==> src/rtl/crs_pkg.sv <==
// package of constants and types for the core register set
package crs_pkg;
  localparam logic [7:0]  CRS_ACC_RST  = 8'h00;
  localparam logic [7:0]  CRS_IDX_RST  = 8'h00;
  localparam logic [15:0] CRS_PC_RST   = 16'h0000;
  localparam logic [7:0]  CRS_CC_RST   = 8'he8;
  localparam logic [15:0] CRS_SP_RST   = 16'h01ff;
  localparam int          CRS_CC_PRIH  = 5;
  localparam int          CRS_CC_PRIL  = 3;
  localparam int          CRS_CC_ZERO  = 1;
  localparam int          CRS_CC_NEG   = 2;

  // register selector used by instruction writes
  typedef enum logic [2:0]
  {
    CRS_SEL_ACC          = 3'b000,
    CRS_SEL_IDX          = 3'b001,
    CRS_SEL_PC_LOW_BYTE  = 3'b010,
    CRS_SEL_PC_HIGH_BYTE = 3'b011,
    CRS_SEL_SP           = 3'b100,
    CRS_SEL_CC           = 3'b101,
    CRS_SEL_NONE         = 3'b111
  } crs_sel_type;

  typedef struct packed
  {
    logic        we;
    crs_sel_type sel;
    logic [7:0]  data;
  } crs_wr_type;

  typedef struct packed
  {
    logic [7:0]  acc;
    logic [7:0]  idx1;
    logic [7:0]  idx2;
    logic [15:0] pc;
    logic [15:0] sp;
    logic [7:0]  cc;
  } crs_view_type;
endpackage

==> src/rtl/crs_core_regs.sv <==
// programmer visible register set of the core
`timescale 1ns/10ps
module crs_core_regs
(
  input  wire logic                 mclk_i,       // core clock
  input  wire logic                 arst_n_i,     // async reset
  input  crs_pkg::crs_wr_type       wr_i,         // instruction register write
  input  wire logic                 prefix_i,     // prefix opcode decoded
  input  wire logic                 insn_done_i,  // instruction retires
  input  wire logic                 alu_we_i,     // alu result to accumulator
  input  wire logic [7:0]           alu_res_i,    // alu result
  input  wire logic                 pc_load_i,    // load pc (jump)
  input  wire logic [15:0]          pc_tgt_i,     // jump target
  input  wire logic                 pc_inc_i,     // advance pc by one
  input  wire logic                 irq_enter_i,  // interrupt entry
  input  wire logic [1:0]           irq_pri_i,    // priority of serviced entry
  input  wire logic                 irq_ret_i,    // return from interrupt
  input  crs_pkg::crs_view_type     ctx_i,        // popped context on return
  output crs_pkg::crs_view_type     view_o,       // register contents
  output logic                      idx_sel2_o    // current insn uses second index
);
  import crs_pkg::*;

  logic [7:0]   acc_q,          acc_d;
  logic [7:0]   idx1_q,         idx1_d;
  logic [7:0]   idx2_q,         idx2_d;
  logic [7:0]   pc_low_byte_q,  pc_low_byte_d;
  logic [7:0]   pc_high_byte_q, pc_high_byte_d;
  logic [15:0]  sp_q,           sp_d;
  logic [7:0]   cc_q,           cc_d;
  logic         pre_q,          pre_d;
  crs_view_type view_q,         view_d;
  logic         sel2_q,         sel2_d;

  // ----------------------------------------
  // next values
  // ----------------------------------------
  always_comb
  begin
    acc_d  = acc_q;
    idx1_d = idx1_q;
    idx2_d = idx2_q;
    pc_low_byte_d  = pc_low_byte_q;
    pc_high_byte_d = pc_high_byte_q;
    sp_d   = sp_q;
    cc_d   = cc_q;
    pre_d  = pre_q;
    if (prefix_i)
      pre_d = 1'b1;
    else if (insn_done_i)
      pre_d = 1'b0;
    if (alu_we_i)
    begin
      acc_d = alu_res_i;
      cc_d[CRS_CC_ZERO] = (alu_res_i == 8'h00);
      cc_d[CRS_CC_NEG]  = alu_res_i[7];
    end
    if (wr_i.we)
    begin
      unique case (wr_i.sel)
        CRS_SEL_ACC: acc_d = wr_i.data;
        CRS_SEL_IDX:
          if (pre_q)
            idx2_d = wr_i.data;
          else
            idx1_d = wr_i.data;
        CRS_SEL_PC_LOW_BYTE:  pc_low_byte_d  = wr_i.data;
        CRS_SEL_PC_HIGH_BYTE: pc_high_byte_d = wr_i.data;
        CRS_SEL_SP:           sp_d           = {sp_q[15:8], wr_i.data};
        CRS_SEL_CC:           cc_d           = wr_i.data;
        default:              ;
      endcase
    end
    if (pc_load_i)
      {pc_high_byte_d, pc_low_byte_d} = pc_tgt_i;
    else if (pc_inc_i)
      {pc_high_byte_d, pc_low_byte_d} = 16'({pc_high_byte_q, pc_low_byte_q} + 16'h0001);
    if (irq_ret_i)
    begin
      acc_d  = ctx_i.acc;
      idx1_d = ctx_i.idx1;
      {pc_high_byte_d, pc_low_byte_d} = ctx_i.pc;
      cc_d   = ctx_i.cc;
    end
    if (irq_enter_i)
    begin
      cc_d[CRS_CC_PRIH] = irq_pri_i[1];
      cc_d[CRS_CC_PRIL] = irq_pri_i[0];
    end
    view_d.acc  = acc_d;
    view_d.idx1 = idx1_d;
    view_d.idx2 = idx2_d;
    view_d.pc   = {pc_high_byte_d, pc_low_byte_d};
    view_d.sp   = sp_d;
    view_d.cc   = cc_d;
    sel2_d      = pre_d;
  end

  // ----------------------------------------
  // registers
  // ----------------------------------------
  always_ff @(posedge mclk_i or negedge arst_n_i)
  begin
    if (!arst_n_i)
    begin
      acc_q  <= CRS_ACC_RST;
      idx1_q <= CRS_IDX_RST;
      idx2_q <= CRS_IDX_RST;
      pc_low_byte_q  <= CRS_PC_RST[7:0];
      pc_high_byte_q <= CRS_PC_RST[15:8];
      sp_q   <= CRS_SP_RST;
      cc_q   <= CRS_CC_RST;
      pre_q  <= 1'b0;
      view_q <= '{CRS_ACC_RST, CRS_IDX_RST, CRS_IDX_RST, CRS_PC_RST, CRS_SP_RST,
                  CRS_CC_RST};
      sel2_q <= 1'b0;
    end
    else
    begin
      acc_q  <= acc_d;
      idx1_q <= idx1_d;
      idx2_q <= idx2_d;
      pc_low_byte_q  <= pc_low_byte_d;
      pc_high_byte_q <= pc_high_byte_d;
      sp_q   <= sp_d;
      cc_q   <= cc_d;
      pre_q  <= pre_d;
      view_q <= view_d;
      sel2_q <= sel2_d;
    end
  end

  assign view_o     = view_q;
  assign idx_sel2_o = sel2_q;
endmodule

==> config.mk <==
export PLATFORM = sky130hd
export DESIGN_NAME = crs_core_regs
export DESIGN_NICKNAME = d
export VERILOG_FILES = /design/src/rtl/crs_pkg.sv /design/src/rtl/crs_core_regs.sv
export SDC_FILE = /design/constraint.sdc
export NUM_CORES = 1
export LEC_CHECK = 0
export ABC_AREA = 1
export BUFFER_PORTS_ARGS = -buffer_cell sky130_fd_sc_hd__buf_2
export CAP_MARGIN = 20
export CORE_MARGIN = 4
export CORE_UTILIZATION = 37
export DETAILED_ROUTE_END_ITERATION = 8
export PLACE_DENSITY = 0.78
export SLEW_MARGIN = 0
export SYNTH_ARGS = -nofsm -noshare
export SYNTH_HDL_FRONTEND = slang
export SYNTH_SLANG_ARGS = --single-unit
==> constraint.sdc <==
create_clock -name mclk_i -period 1.7 [get_ports mclk_i]
set_input_delay 0.17 -clock mclk_i [delete_from_list [all_inputs] [get_ports mclk_i]]
set_output_delay 0.17 -clock mclk_i [all_outputs]
set_load 0.02 [all_outputs]
==> results of run 1 <==
==> critical path: stages, from the launching register on <==
cell,delay (ps)
dfrtp_1,400
ha_1,200
nand3_1,140
inv_1,100
nand2_1,110
inv_1,120
nand3_1,80
nand3_1,90
nand2_1,60
nand2_1,50
nand2_1,40
==> stage by stage <==
stage | std cells | area, um^2 | power (mW) | utilization (%) | hold WS, ps
after floorplan | 492 | 3440 | 2.37 | - | -126
after global placement | 727 | 4240 | 2.79 | 47.9 | 191
after detailed placement | 727 | 4240 | 2.83 | 47.9 | 201
after CTS | 744 | 4460 | 4.22 | 50.4 | 2.43
after global routing | 744 | 4460 | 4.44 | 50.4 | 16.0
final | 744 | 4460 | 4.18 | 50.4 | 16.4
==> synthesized netlist by cell type, types with 4 or more instances <==
master,count
a21oi_1,4
buf_2,4
buf_4,10
clkbuf_1,8
dfrtp_1,45
dfstp_2,12
inv_1,40
nand2_1,142
nand3_1,57
nand4_1,5
nor2_1,51
nor2_2,5
nor3_1,8
o211ai_1,11
o21ai_0,45
o21bai_1,4
o22ai_1,13
==> layer usage <==
layer	global-route usage, %	wire length, um
met2	34.0	5210
met3	5.34	863
met1	26.5	4740
met5	0	0
met4	5.60	153
==> worst paths after layout <==
kind	endpoint	slack, ps
setup / recovery	view_o[34]	210
hold / removal	idx_sel2_o	20
setup reg to reg	view_o[34]	210
hold reg to reg	view_o[52]	480
max in group asynchronous	view_o[9]	1030
min in group asynchronous	view_o[56]	360
==> registers in the layout, indices dropped and copies added, names as in the netlist <==
register	count
pc_high_byte_q	1
view_o	55
idx_sel2_o	1
==> layout by cell type, fill, tap and decap left out, types with 2 or more instances in the layout <==
master     count
o21ai_1        2
nand2_1      142
conb_1         8
o21ai_0       45
dfrtp_1       44
o211ai_1      11
buf_4          7
bufinv_16      2
o21bai_1       4
inv_1         40
dfstp_2       12
a21oi_1        4
clkinv_2       3
nand4_1        5
nor2_2         5
nor3_1         8
a31oi_1        3
inv_2          3
o22ai_1       13
nand3_1       57
or2_2          2
o21ai_2        2
buf_2        143
nor2_1        51
clkbuf_8       9
==> report_power, final <==
group	switching, mW	internal (mW)	total (mW)
registers	0.141	1.57	1.71
clock network	0.560	0.817	1.38
logic	0.708	0.384	1.09
==> logic make-up after synthesis <==
family,count (synthesis),synth area share [%]
other,2,0.219
adders and majority gates,1,0.366
buffers and inverters,67,8.59
DFF,57,42.1
and+or+nand+nor,275,34.5
AOI/OAI and AO/OA,84,14.2
==> layout make-up <==
cell class | count | area (um^2)
well taps | 108 | 135
clock inverters | 6 | 82.6
inverters | 43 | 161
fillers | 889 | 4390
clock buffers | 10 | 128
repair buffers | 152 | 798
multi-input cells | 368 | 1710
flip-flops and latches | 57 | 1440
==> repair_timing <==
action                                  CTS  global route
gates resized for setup                   0             1
endpoints found under the hold margin    45             0
endpoints found under the setup margin    0             2
hold buffers                              1             0
==> flow_summary_export.csv, run 1 <==
group,metric,value,unit
run_status,status,"complete, no violations",
pwr,peakVddDrop,0.000337,V
yosys,yosys.area.top_type_share,32.9,%
critical_path,setup.worst_path.start_class,"flip-flop",
critical_path,r2r-start,"view_o[24]",
placement,hpwl,8330,um
global_route,grt_pass1_wl,18100,um
critical_path,crit_path_end_kind,"flip-flop",
final_layout,diodes,0,
yosys,async_flop_share,100,%
critical_path,crit_type,"reg2reg",
placement,globalplace.congestion,0.881,
sta,setup_tns,0,ps
worst_hold_path,holdPathStages,2,
cts,clock_path_buffers,2,
yosys,avgSynthCellArea,7.04,um^2
yosys,synth_seq_cells,57,
yosys,synth.distinct_cells,30,
yosys,yosys_warnings,0,
floorplan,fp.coreArea,8850,um^2
global_route,grt_max_degree,58,
pwr,leakage,2.32,nW
detailed_routing,drc,0,
floorplan,die_x,104,um
detailed_routing,vias_per_cell,5.11,
critical_path,reg2reg_depth,10,
cts,cts_setup_buffers,0,
global_route,grt_pass1_vias,3700,
yosys,synthFlopType,"dfrtp_1",
yosys,synth_cells,486,
floorplan,rows,34,
cts,cts-root-buf,"clkbuf_8",
critical_path,cp-startpoint,"view_o[24]",
yosys,synth_top_area_cell,"dfrtp_1",
worst_hold_path,hp-start,"insn_done_i",
placement,io_buffers,143,
floorplan,initial_core_util,38.7,%
critical_path,path_max_fanout,4,
sta,hold_violations,0,
sta,worst_slack,214,ps
floorplan,die_y,104,um
sta,period_share,87.4,%
sta,grt_setup_unrepaired,"no",
sta,max_slew.worst_pin.slew,567,ps
final_layout,layout-drive-gt1-share,30.7,%
sta,slew_violations,0,
global_route,antenna_found_initial,0,
cts,cts.reportedPaths.clkPinSlew,70,ps
cts,clock_latency,340,ps
detailed_routing,post_drt_wl_per_cell,14.7,um
detailed_routing,drt-initial-drc-count,233,
sta,setup_viol,0,
cts,htreeDepth,3,
yosys,synth_area_leaders,"dfrtp_1, nand2_1, dfstp_2",
detailed_routing,dr.pass1.iters,5,
worst_hold_path,hold_class,"in2reg",
yosys,syn-cell-area,3420,um^2
final_layout,fin_nets,743,
placement,pre_cts_slack,134,ps
cts,cts_tree,"done",
detailed_routing,ant_nets,0,
sta,period_minus_slack,1490,ps
critical_path,cp.arrival,1720,ps
flow_run,cap_violations,0,
cts,cts_sinks,57,
cts,cts_inserted_buffers,9,
global_route,grt_usage,20.5,%
floorplan,die_area,10900,um^2
detailed_routing,dr_total_vias,3801,
sta,max_freq,673,MHz
critical_path,critical_path_required,1940,ps
detailed_routing,drt_wl_total,11000,um
final_layout,syn_to_final_growth,30.2,%
sta,finalClockSkew,7.09,ps
floorplan,ios,176,
yosys,synth-edff-count,0,
yosys,ys_seq_area_share,42.1,%
pwr,power_density,937,nW/um^2
global_route,overflow,0,
sta,maxSlewHeadroom,62.1,%
Note: power is estimated with default switching activity, not from simulation.
==> run 2: changes to the inputs <==
==> constraint.sdc (replaced) <==
create_clock -name mclk_i -period 1.95 [get_ports mclk_i]
set_input_delay 0.2925 -clock mclk_i [delete_from_list [all_inputs] [get_ports mclk_i]]
set_output_delay 0.2925 -clock mclk_i [all_outputs]
set_load 0.02 [all_outputs]
==> flow_summary_export.csv, run 2 (synthesized netlist as in run 1, its figures left out) <==
group,metric,value,unit
placement,io_buffers,143,
critical_path,crit_path_end_kind,"flip-flop",
detailed_routing,vias_per_cell,5.12,
critical_path,critical_path_required,2190,ps
pwr,comb_power_share,25.8,%
final_layout,layout.cells.non_filler,743,
final_layout,fillers,890,
sta,finalClockSkew,9.08,ps
placement,hpwl,8430,um
final_layout,syn_to_final_growth,30.2,%
global_route,overflow,0,
final_layout,fin_nets,742,
critical_path,reg2reg_depth,10,
pwr,seq_power_share,40.6,%
cts,cts_tree,"done",
critical_path,crit_end,"view_o[34]",
floorplan,rows,34,
sta,max_slew.worst_pin.slew,588,ps
sta,slew_violations,0,
cts,cts_inserted_buffers,9,
global_route,grt_pass1_vias,3677,
cts,htreeDepth,3,
critical_path,r2r-start,"view_o[25]",
sta,setup_viol,0,
final_layout,final_common_cell,"buf_2",
pwr,p_sw_share,34.1,%
sta,period_minus_slack,1550,ps
floorplan,die_y,104,um
cts,post_cts_resized,0,
sta,period_share,79.4,%
detailed_routing,ant_nets,0,
sta,setup_tns,0,ps
critical_path,r2r-end,"view_o[34]",
cts,clock_path_buffers,2,
cts,cts_sinks,57,
run_status,status,"complete, no violations",
placement,globalplace.congestion,0.928,
final_layout,diodes,0,
global_route,grt_usage,20.3,%
cts,clock_latency,340,ps
cts,cts_setup_buffers,0,
critical_path,cp-startpoint,"view_o[25]",
worst_hold_path,hold_class,"in2reg",
pwr,p_sw,1.25,mW
global_route,grt_pass1_wl,18100,um
pwr,clkPwrFrac,33.6,%
critical_path,setup.worst_path.start_class,"flip-flop",
floorplan,ios,176,
final_layout,largest_reg_flops,55,
floorplan,initial_core_util,38.7,%
floorplan,die_x,104,um
detailed_routing,drt-initial-drc-count,256,
sta,maxSlewHeadroom,60.8,%
detailed_routing,drc,0,
pwr,power_density,823,nW/um^2
flow_run,cap_violations,0,
detailed_routing,drt_wl_total,10900,um
detailed_routing,dr_total_vias,3807,
global_route,antenna_found_initial,0,
detailed_routing,dr.pass1.iters,5,
final_layout,layout-drive-gt1-share,30.6,%
cts,cts.reportedPaths.clkPinSlew,70,ps
final_layout,most-common-layout-cells,"buf_2, nand2_1, nand3_1",
critical_path,crit_type,"reg2reg",
global_route,grt_max_degree,36,
floorplan,die_area,10900,um^2
placement,placed_cells,726,
critical_path,cp.arrival,1790,ps
critical_path,path_max_fanout,5,
floorplan,fp.coreArea,8850,um^2
cts,cts-root-buf,"clkbuf_8",
sta,grt_setup_unrepaired,"no",
pwr,power.internal,2.42,mW
pwr,leakage,2.32,nW
pwr,peakVddDrop,0.000290,V
critical_path,r2r_setup_slack,400,ps
sta,hold_violations,0,
detailed_routing,post_drt_wl_per_cell,14.7,um
sta,max_freq,646,MHz
## run 2: critical path, cell delays in order (launching register included)
cell	delay, ps
dfrtp_1	430
ha_1	200
nand3_1	140
inv_1	100
nand2_1	100
inv_1	110
nand3_1	90
nand3_1	100
nand2_1	70
nand2_1	50
nand2_1	50
## run 2: area by class of cell
type	instances	area [um^2]	area share [%]
repair buffers	151	791	17.7
flip-flops and latches	57	1440	32.4
inverters	43	161	3.62
clock buffers	9	124	2.78
well taps	108	135	3.03
clock inverters	7	93.8	2.11
multi-input cells	368	1710	38.4
## run 2: timing repair
item,CTS,global route
hold buffers,1,0
hold endpoints to repair,19,0
endpoints found under the setup margin,0,0
## run 2: metal layers
layer | global-route usage, % | up-vias | share of wire (%)
met5 | 0 | - | 0
met1 | 26.6 | 1728 | 42
li1 | - | 1877 | -
met4 | 6.84 | 0 | 1.9
met2 | 33.1 | 182 | 47
met3 | 4.53 | 20 | 8.8
## run 2: worst min-delay path by stage
stage / cells after the start / start / slack, ps / endpoint
final: 2 / insn_done_i / 150 / idx_sel2_o
after global routing: 2 / insn_done_i / 150 / idx_sel2_o
after CTS: 2 / insn_done_i / 140 / idx_sel2_o
after detailed placement: 1 / arst_n_i / 330 / view_o[26]
after global placement: 1 / arst_n_i / 310 / view_o[25]
after floorplan: 0 / arst_n_i / -3 / idx_sel2_o
## run 2: through the flow
stage / area (um^2) / utilization, % / power (mW) / hold WS (ps) / setup WS, ps
after CTS: 4460 / 50.4 / 3.71 / 136 / 424
after detailed placement: 4230 / 47.8 / 2.46 / 327 / 267
after floorplan: 3440 / - / 2.06 / -3.09 / 495
after global placement: 4230 / 47.8 / 2.43 / 309 / 351
after global routing: 4460 / 50.4 / 3.88 / 148 / 226
final: 4460 / 50.4 / 3.67 / 152 / 402
## run 2: power by group through the flow
stage               Sequential [mW]  Combinational [mW]  Clock, mW
finish                         1.49               0.947       1.23
global route                   1.51                1.05       1.31
CTS                            1.49               0.957       1.26
detailed placement             1.51               0.952          0
global placement               1.50               0.930          0
floorplan                      1.69               0.376          0
